--- src/sbpc_pkg.sv ---
// Shared constants for the sequential buffer pointer and command control block
package sbpc_pkg;
    // ****************************************
    // Widths
    // ****************************************
    localparam int ADDR_W = 13;
    localparam int RDATA_W = 16;
    localparam int SEL_W = 3;
    localparam int NUM_WR = 6;
    localparam logic [ADDR_W-1:0] ADDR_ONE = 13'h0001;
    localparam logic [ADDR_W-1:0] DATA_ZERO = 13'h0000;

    // ****************************************
    // Reset values
    // ****************************************
    localparam logic [ADDR_W-1:0] PTR_RST = 13'h0000;
    localparam logic [ADDR_W-1:0] B1_START_RST = 13'h0000;
    localparam logic [ADDR_W-1:0] B1_END_RST = 13'h0fff;
    localparam logic [ADDR_W-1:0] B2_START_RST = 13'h1000;
    localparam logic [ADDR_W-1:0] B2_END_RST = 13'h1fff;

    // ****************************************
    // Command codes
    // ****************************************
    localparam logic [SEL_W-1:0] CMD_B1_START = 3'h0;
    localparam logic [SEL_W-1:0] CMD_B1_END = 3'h1;
    localparam logic [SEL_W-1:0] CMD_B2_START = 3'h2;
    localparam logic [SEL_W-1:0] CMD_B2_END = 3'h3;
    localparam logic [SEL_W-1:0] CMD_FLOW = 3'h4;
    localparam logic [SEL_W-1:0] CMD_FLAGS = 3'h5;

    // ****************************************
    // Flow control and flag status fields
    // ****************************************
    localparam logic [1:0] FLOW_CHAIN = 2'h0;
    localparam logic [1:0] FLOW_STOP = 2'h1;
    localparam logic [1:0] FLOW_LINEAR = 2'h2;
    localparam logic [1:0] FLOW_MASK = 2'h3;
    localparam logic [3:0] FLOW_RST = 4'h0;
    localparam int FC_B1_LO = 0;
    localparam int FC_B2_LO = 2;
    localparam int FC_MODE_W = 4;
    localparam int FC_STOP_BIT = 4;
    localparam int FS_B1_BIT = 0;
    localparam int FS_B2_BIT = 1;

    // ****************************************
    // Pointer sequencer states
    // ****************************************
    typedef enum logic {PTR_RUN, PTR_LOAD_WAIT} sbpc_ptr_state_t;
endpackage

--- src/sbpc_cmd_dec.sv ---
// Command mode decoder for the random-port register accesses
`timescale 1ns/1ps
module sbpc_cmd_dec
    import sbpc_pkg::*;
(
    // Random port controls
    input wire logic cmd_select_n_i,
    input wire logic rand_chip_enable_n_i,
    input wire logic rand_read_write_i,
    input wire logic [SEL_W-1:0] sel_i,
    // Decoded strobes
    output logic [NUM_WR-1:0] wr_o,
    output logic rd_o
);
    logic active;

    assign active = !cmd_select_n_i && rand_chip_enable_n_i;
    assign rd_o = active && rand_read_write_i;

    // Codes 110 and 111 get no write strobe; a read there still raises rd_o
    for (genvar i = 0; i < NUM_WR; i++) begin : g_wr
        assign wr_o[i] = active && !rand_read_write_i && (sel_i == SEL_W'(i));
    end
endmodule // sbpc_cmd_dec

--- src/sbpc_top.sv ---
// Sequential address pointer and buffer command registers
`timescale 1ns/1ps
// How it works
// - Load high, jump1 low, jump2 high: pointer takes buffer 1 start.
// - Load high, jump1 high, jump2 low: pointer takes buffer 2 start.
// - Load low at an edge captures thirteen sequential data lines into holding.
// - Holding register moves into the pointer on the next edge.
// - Count enable ignored and no increment during load and following cycle.
// - A start jump completes in one clock cycle.
// - Jump data ready at next edge; pin load one edge later.
// - Pointer loads ignore chip enable, count enable and read/write.
// - Low reset reinitialises control state at once, without a clock.
// - Reset: pointer zero, flags high, chaining, deselected, write direction.
// - Reset bounds: buffer 1 0..4095, buffer 2 4096..8191.
// - Command mode uses three low address bits and data lines 0-12.
// - Codes 000 and 010 write or read the start addresses.
// - Codes 001 and 011 write or read the end addresses.
// - Code 100 writes or reads the flow control register.
// - Write at code 101 clears buffer 1 and/or buffer 2 end flag.
// - Read at code 101 returns flag status.
// - Pointer also changes at a buffer end per its flow mode.
// - Chaining: end sets that flag and jumps to other buffer start.
module sbpc_top
    import sbpc_pkg::*;
(
    // Clock and reset
    input wire logic CORE_CLK_I,
    input wire logic NRST_I,
    // Sequential port
    input wire logic POINTER_LOAD_N_I,
    input wire logic START1_JUMP_N_I,
    input wire logic START2_JUMP_N_I,
    input wire logic COUNT_ENABLE_N_I,
    input wire logic SEQ_CHIP_ENABLE_N_I,
    input wire logic SEQ_READ_WRITE_I,
    input wire logic [ADDR_W-1:0] SEQ_DATA_LINES_I,
    // Random port command access
    input wire logic CMD_SELECT_N_I,
    input wire logic RAND_CHIP_ENABLE_N_I,
    input wire logic RAND_READ_WRITE_I,
    input wire logic [SEL_W-1:0] COMMAND_SELECT_BITS_I,
    input wire logic [RDATA_W-1:0] RANDOM_DATA_LINES_I,
    // Pointer and flags
    output logic [ADDR_W-1:0] ADDR_POINTER_O,
    output logic BUF1_END_FLAG_N_O,
    output logic BUF2_END_FLAG_N_O,
    output logic SEQ_CE_REG_N_O,
    output logic SEQ_RW_REG_O,
    // Command read data
    output logic [ADDR_W-1:0] RANDOM_DATA_LINES_O,
    output logic RANDOM_DATA_OE_O
);
    // ****************************************
    // Command decode
    // ****************************************
    logic [NUM_WR-1:0] wr;
    logic rd;
    logic [ADDR_W-1:0] wdata;

    sbpc_cmd_dec u_dec (
        .cmd_select_n_i(CMD_SELECT_N_I),
        .rand_chip_enable_n_i(RAND_CHIP_ENABLE_N_I),
        .rand_read_write_i(RAND_READ_WRITE_I),
        .sel_i(COMMAND_SELECT_BITS_I),
        .wr_o(wr),
        .rd_o(rd)
    );

    // Upper data lines never reach a register
    assign wdata = RANDOM_DATA_LINES_I[ADDR_W-1:0];

    // ****************************************
    // State
    // ****************************************
    sbpc_ptr_state_t state, next_state;
    logic [ADDR_W-1:0] ptr, next_ptr;
    logic [ADDR_W-1:0] hold, next_hold;
    logic [ADDR_W-1:0] b1_start, next_b1_start;
    logic [ADDR_W-1:0] b1_end, next_b1_end;
    logic [ADDR_W-1:0] b2_start, next_b2_start;
    logic [ADDR_W-1:0] b2_end, next_b2_end;
    logic [FC_MODE_W-1:0] flow, next_flow;
    logic stopped, next_stopped;
    logic st1, next_st1;
    logic st2, next_st2;
    logic flag1_n, next_flag1_n;
    logic flag2_n, next_flag2_n;
    logic ce_reg_n, next_ce_reg_n;
    logic rw_reg, next_rw_reg;
    logic [ADDR_W-1:0] rdata, next_rdata;
    logic rdata_oe, next_rdata_oe;

    logic [1:0] mode1, mode2;
    logic hit1, hit2, advance, set1, set2, stop_hit;

    assign mode1 = flow[FC_B1_LO +: 2];
    assign mode2 = flow[FC_B2_LO +: 2];
    assign hit1 = (ptr == b1_end);
    assign hit2 = (ptr == b2_end);

    // ****************************************
    // Next-state logic
    // ****************************************
    always_comb begin
        next_state = state;
        next_ptr = ptr;
        next_hold = hold;
        next_stopped = stopped;
        advance = 1'b0;
        stop_hit = 1'b0;
        unique case (state)
            PTR_RUN: begin
                if (!POINTER_LOAD_N_I) begin
                    next_hold = SEQ_DATA_LINES_I;
                    next_state = PTR_LOAD_WAIT;
                end else if (!START1_JUMP_N_I && START2_JUMP_N_I) begin
                    next_ptr = b1_start;
                    next_stopped = 1'b0;
                end else if (START1_JUMP_N_I && !START2_JUMP_N_I) begin
                    next_ptr = b2_start;
                    next_stopped = 1'b0;
                end else if (!COUNT_ENABLE_N_I && !stopped) begin
                    advance = 1'b1;
                    next_ptr = ADDR_W'(ptr + ADDR_ONE);
                    // Chain to buffer 1 wins when both ends match
                    if (hit1 && mode1 == FLOW_CHAIN) begin
                        next_ptr = b2_start;
                    end
                    if (hit2 && mode2 == FLOW_CHAIN) begin
                        next_ptr = b1_start;
                    end
                    stop_hit = (hit1 && mode1 == FLOW_STOP) || (hit2 && mode2 == FLOW_STOP);
                end
            end
            PTR_LOAD_WAIT: begin
                // Jump inputs are held high here by the controller
                next_ptr = hold;
                next_stopped = 1'b0;
                next_state = PTR_RUN;
            end
        endcase
        if (wr[CMD_FLOW] && !wdata[FC_STOP_BIT]) begin
            next_stopped = 1'b0;
        end
        // A fresh stop beats a release in the same cycle
        if (stop_hit) begin
            next_stopped = 1'b1;
        end
    end

    // Flags, status and command registers
    always_comb begin
        set1 = advance && hit1;
        set2 = advance && hit2;
        next_b1_start = wr[CMD_B1_START] ? wdata : b1_start;
        next_b2_start = wr[CMD_B2_START] ? wdata : b2_start;
        next_b1_end = wr[CMD_B1_END] ? wdata : b1_end;
        next_b2_end = wr[CMD_B2_END] ? wdata : b2_end;
        next_flow = wr[CMD_FLOW] ? wdata[FC_MODE_W-1:0] : flow;
        next_st1 = st1;
        next_st2 = st2;
        if (wr[CMD_FLAGS] && wdata[FS_B1_BIT]) begin
            next_st1 = 1'b0;
        end
        if (wr[CMD_FLAGS] && wdata[FS_B2_BIT]) begin
            next_st2 = 1'b0;
        end
        // Set wins over a clear in the same cycle
        if (set1) begin
            next_st1 = 1'b1;
        end
        if (set2) begin
            next_st2 = 1'b1;
        end
        // Mask mode keeps status but hides the pin
        next_flag1_n = !(next_st1 && next_flow[FC_B1_LO +: 2] != FLOW_MASK);
        next_flag2_n = !(next_st2 && next_flow[FC_B2_LO +: 2] != FLOW_MASK);
        next_ce_reg_n = SEQ_CHIP_ENABLE_N_I;
        next_rw_reg = SEQ_READ_WRITE_I;
    end

    // Command read data, registered one edge after the request
    always_comb begin
        next_rdata = DATA_ZERO;
        next_rdata_oe = rd;
        if (rd) begin
            case (COMMAND_SELECT_BITS_I)
                CMD_B1_START: next_rdata = b1_start;
                CMD_B1_END: next_rdata = b1_end;
                CMD_B2_START: next_rdata = b2_start;
                CMD_B2_END: next_rdata = b2_end;
                CMD_FLOW: begin
                    next_rdata = DATA_ZERO;
                    next_rdata[FC_MODE_W-1:0] = flow;
                    next_rdata[FC_STOP_BIT] = stopped;
                end
                CMD_FLAGS: begin
                    next_rdata = DATA_ZERO;
                    next_rdata[FS_B1_BIT] = st1;
                    next_rdata[FS_B2_BIT] = st2;
                end
                default: next_rdata = DATA_ZERO;
            endcase
        end
    end

    // ****************************************
    // Registers
    // ****************************************
    // Reset acts without the clock so control state clears at once
    always_ff @(posedge CORE_CLK_I or negedge NRST_I) begin
        if (!NRST_I) begin
            state <= PTR_RUN;
            ptr <= PTR_RST;
            hold <= PTR_RST;
            b1_start <= B1_START_RST;
            b1_end <= B1_END_RST;
            b2_start <= B2_START_RST;
            b2_end <= B2_END_RST;
            flow <= FLOW_RST;
            stopped <= 1'b0;
            st1 <= 1'b0;
            st2 <= 1'b0;
            flag1_n <= 1'b1;
            flag2_n <= 1'b1;
            ce_reg_n <= 1'b1;
            rw_reg <= 1'b0;
            rdata <= DATA_ZERO;
            rdata_oe <= 1'b0;
        end else begin
            state <= next_state;
            ptr <= next_ptr;
            hold <= next_hold;
            b1_start <= next_b1_start;
            b1_end <= next_b1_end;
            b2_start <= next_b2_start;
            b2_end <= next_b2_end;
            flow <= next_flow;
            stopped <= next_stopped;
            st1 <= next_st1;
            st2 <= next_st2;
            flag1_n <= next_flag1_n;
            flag2_n <= next_flag2_n;
            ce_reg_n <= next_ce_reg_n;
            rw_reg <= next_rw_reg;
            rdata <= next_rdata;
            rdata_oe <= next_rdata_oe;
        end
    end

    assign ADDR_POINTER_O = ptr;
    assign BUF1_END_FLAG_N_O = flag1_n;
    assign BUF2_END_FLAG_N_O = flag2_n;
    assign SEQ_CE_REG_N_O = ce_reg_n;
    assign SEQ_RW_REG_O = rw_reg;
    assign RANDOM_DATA_LINES_O = rdata;
    assign RANDOM_DATA_OE_O = rdata_oe;
endmodule // sbpc_top

--- config.mk ---
export PLATFORM = sky130hd
export DESIGN_NAME = sbpc_top
export DESIGN_NICKNAME = d
export VERILOG_FILES = /design/src/sbpc_pkg.sv /design/src/sbpc_cmd_dec.sv /design/src/sbpc_top.sv
export SDC_FILE = /design/constraint.sdc
export NUM_CORES = 1
export LEC_CHECK = 0
export ABC_AREA = 1
export BUFFER_PORTS_ARGS = -buffer_cell sky130_fd_sc_hd__buf_2
export CORE_AREA = 2 2 99 101
export CTS_BUF_LIST = sky130_fd_sc_hd__clkbuf_8 sky130_fd_sc_hd__clkbuf_16
export CTS_CLUSTER_SIZE = 16
export DETAILED_ROUTE_END_ITERATION = 6
export DIE_AREA = 0 0 101 103
export MAX_ROUTING_LAYER = met4
export PLACE_DENSITY = 0.83
export REMOVE_ABC_BUFFERS = 1
export SLEW_MARGIN = 20
export SYNTH_ARGS = -nofsm -noshare
export SYNTH_HDL_FRONTEND = slang
export SYNTH_SLANG_ARGS = --single-unit
--- constraint.sdc ---
create_clock -name CORE_CLK_I -period 3.8 [get_ports CORE_CLK_I]
set_input_delay 0.38 -clock CORE_CLK_I [delete_from_list [all_inputs] [get_ports CORE_CLK_I]]
set_output_delay 0.38 -clock CORE_CLK_I [all_outputs]
set_load 0.005 [all_outputs]
==> flow_metrics.tcl <==
set metrics [dict create \
    n_fill_cell 832 \
    ys_types 32 \
    finalClockSkew_ns 0.0119 \
    yosys-top-cells-area "dfrtp_1 (33%), nand2_1 (16%), dfstp_2 (13%)" \
    r2r_cells 7 \
    peakVddDrop_uv 277 \
    syn_avg_cell_area_um2 7.51 \
    htreeDepth 3 \
    relSlewSlack_pct 34.0 \
    synth_largest_area_cell "dfrtp_1" \
    p_int_mw 1.89 \
    coreArea_mm2 0.00946 \
    gp_congestion 0.973 \
    worst_path_largest_cell_delay_ns 0.67 \
    timing_worst_setup_path_type "reg -> reg" \
    power_density_mw_per_mm2 471 \
    utilization_pct 66.7 \
    vias 5404 \
    clock_latency_ns 0.38 \
    async_reset_ff_share_pct 100 \
    dpl_cell_area_mm2 0.00612 \
    fin_nets 865 \
    status "complete, no violations" \
    rows 36 \
    cp_data_required_time_ns 4.06 \
    num_io_pins 74 \
    drt_iter0_drc 443 \
    clk_pin_slew_worst_paths_ns 0.10 \
    numCtsBuffers 9 \
    path_common_cell "nor2_1" \
    setup.worst_path.end_class "flop" \
    design_area_mm2 0.00631 \
    synth_top_area_share_pct 32.9 \
    cts.sinks 104 \
    min_period_ns 2.87 \
    period_share_pct 75.6 \
    crit_slowest_cell "dfrtp_1" \
    slew_violations 0 \
    track_usage_pct 33.4 \
    first_pass_iters 7 \
    die_x_um 101 \
    drcViolationCount 0 \
    grt_use_met1_pct 43.7 \
    holdPathEnd "SEQ_CE_REG_N_O$_DFF_PN1_" \
    port_buffers 70 \
    cts.repair.resized 0 \
    ys_warn_count 0 \
    p_leak_nw 3.13 \
    grt_busiest_layer "met2" \
    max-cap-violations 0 \
    cts_setup_buffers 0 \
    drtAntennaViolNets 0 \
    min_delay_path_depth 1 \
    ys_seq_elements 104 \
    synth_edf_count 0 \
    wirelength_um 16300 \
    r2r_setup_slack_ns 0.93 \
    critPathArrivalTime_ns 3.13 \
    n_antenna_cell 0 \
    grt_start_max_net_pins 73 \
    drive_gt1_share_pct 17.7 \
    use_met3_pct 6.44 \
    clock_power_share_pct 23.5 \
    hold_viol 0 \
    dp_hpwl_um 11500 \
    synth.top_cells.by_count "nand2_1 (248), inv_1 (101), dfrtp_1 (75)" \
    area_growth_pct 10.5 \
    netlist_area_mm2 0.00571 \
    synth_seq_area_share_pct 46.2 \
    wl_per_cell_um 17.4 \
    power.switching_mw 1.08 \
    met2_usage_pct 51.1 \
    viasPerCell 5.76 \
    die-area_mm2 0.0104 \
    finalSetupTns_ns 0 \
    p_sw_share_pct 36.3 \
    grt_pass1_wl_um 25400 \
    crit_path_cell_trace "nor2_1 > buf_4 > inv_1 > nand2_1 > clkinv_1 > nor2_1 > a21oi_2" \
    rsz0062_at_grt "false" \
    share_comb_of_total_power_pct 25.2 \
    r2r-end "ADDR_POINTER_O[7]$_DFFE_PN0P_" \
    fmax_mhz 348 \
    tightest_slew_ns 0.988 \
    hp-start "SEQ_CHIP_ENABLE_N_I" \
    start_util_pct 60.4 \
    cp-start-kind "flop" \
    die_y_um 103 \
    cts.hold.buffers_added 0 \
    pwr-share-seq_pct 51.3 \
    hp-class "in -> reg" \
    cts_tree "done" \
    power_mw 2.97 \
    rr_startpoint "state$_DFF_PN0_" \
    antenna_found_initial 0 \
    cts_root_buf "clkbuf_8" \
    crit_fanout 21 \
    yosysMostFrequentCell "nand2_1" \
    synth_ff_type "dfrtp_1" \
    overflow 0 \
    grt_pass1_vias 4986 \
    synth_cells 760 \
    cts_max_path_buffers 2 \
    finalSetupViolCount 0 \
]
==> final cells by class <==
class | instances | area [µm²] | area share (%)
inverter | 109 | 409 | 6.49
clock inverter | 7 | 66.3 | 1.05
multi-input combinational | 517 | 2510 | 39.9
tap | 114 | 143 | 2.26
clock buffer | 9 | 124 | 1.96
timing repair buffer | 78 | 413 | 6.55
sequential | 104 | 2640 | 41.8
==> cells by family after synthesis <==
| kind of cell | share of synthesized area, % |
|---|---|
| AO/OA/AOI/OAI | 15.2 |
| adder cells (fa/ha/maj) | 0.657 |
| AND/OR/NAND/NOR | 25.9 |
| flip-flops | 46.2 |
| buffers and inverters | 9.75 |
| XOR/XNOR | 2.30 |
==> power groups by stage <==
stage               registers, mW  clock network (mW)  logic, mW
floorplan                    1.47                   0      0.509
global placement             1.53                   0      0.706
detailed placement           1.53                   0      0.737
CTS                          1.52               0.701      0.741
global route                 1.54               0.744      0.850
finish                       1.52               0.697      0.749
==> cell usage in the layout (no fill, tap or decap), types with 8 or more instances in the layout <==
cell,netlist,routed
nand3_1,27,27
dfrtp_1,75,75
a21oi_1,22,22
buf_4,3,9
o21ai_1,8,8
o21ai_0,68,68
a221oi_1,20,20
dfstp_2,29,29
buf_2,7,69
a21oi_2,10,10
nor2_1,47,47
clkbuf_8,0,9
inv_1,101,103
nand4_1,20,20
o22ai_1,12,12
nand2_1,248,248
xnor2_1,8,8
==> per-stage QoR <==
step           worst slack [ns]  instances  hold slack (ns)
6_report                  0.927        938           0.0864
3_3_place_gp               1.10        922            0.461
3_5_place_dp              0.998        922            0.461
2_1_floorplan              1.34        730           0.0844
5_1_grt                   0.798        938           0.0770
4_1_cts                   0.988        938           0.0824
==> sequential cells by signal (all words and copies together), names as in the netlist, 4 cells and up <==
name	count
ADDR_POINTER_O	13
RANDOM_DATA_LINES_O	13
b1_end	13
b1_start	13
b2_end	13
b2_start	13
flow	4
hold	13
==> worst max-delay path by stage <==
stage	slack, ns	endpoint	startpoint	cells after the start
after CTS	0.99	ADDR_POINTER_O[7]$_DFFE_PN0P_	state$_DFF_PN0_	7
after global routing	0.80	ADDR_POINTER_O[7]$_DFFE_PN0P_	state$_DFF_PN0_	7
after detailed placement	1.0	ADDR_POINTER_O[7]$_DFFE_PN0P_	START1_JUMP_N_I	9
after global placement	1.10	ADDR_POINTER_O[1]$_DFFE_PN0P_	START1_JUMP_N_I	9
after floorplan	1.34	ADDR_POINTER_O[0]$_DFFE_PN0P_	state$_DFF_PN0_	6
final	0.93	ADDR_POINTER_O[7]$_DFFE_PN0P_	state$_DFF_PN0_	7
==> critical path: cells and delay by family, from the launching register on <==
kind	cells	cell delay [ns]
flip-flops	1	0.67
AND/OR/NAND/NOR	3	1.05
buffers and inverters	3	0.97
AO/OA/AOI/OAI	1	0.05
==> per-layer routing <==
layer  vias to the layer above  wire length, µm
met5                         -                0
met4                         0              578
met3                        50             1430
met2                       292             7480
met1                      2508             6820
li1                       2554                -
No activity file was read; power rests on OpenSTA's default activity.
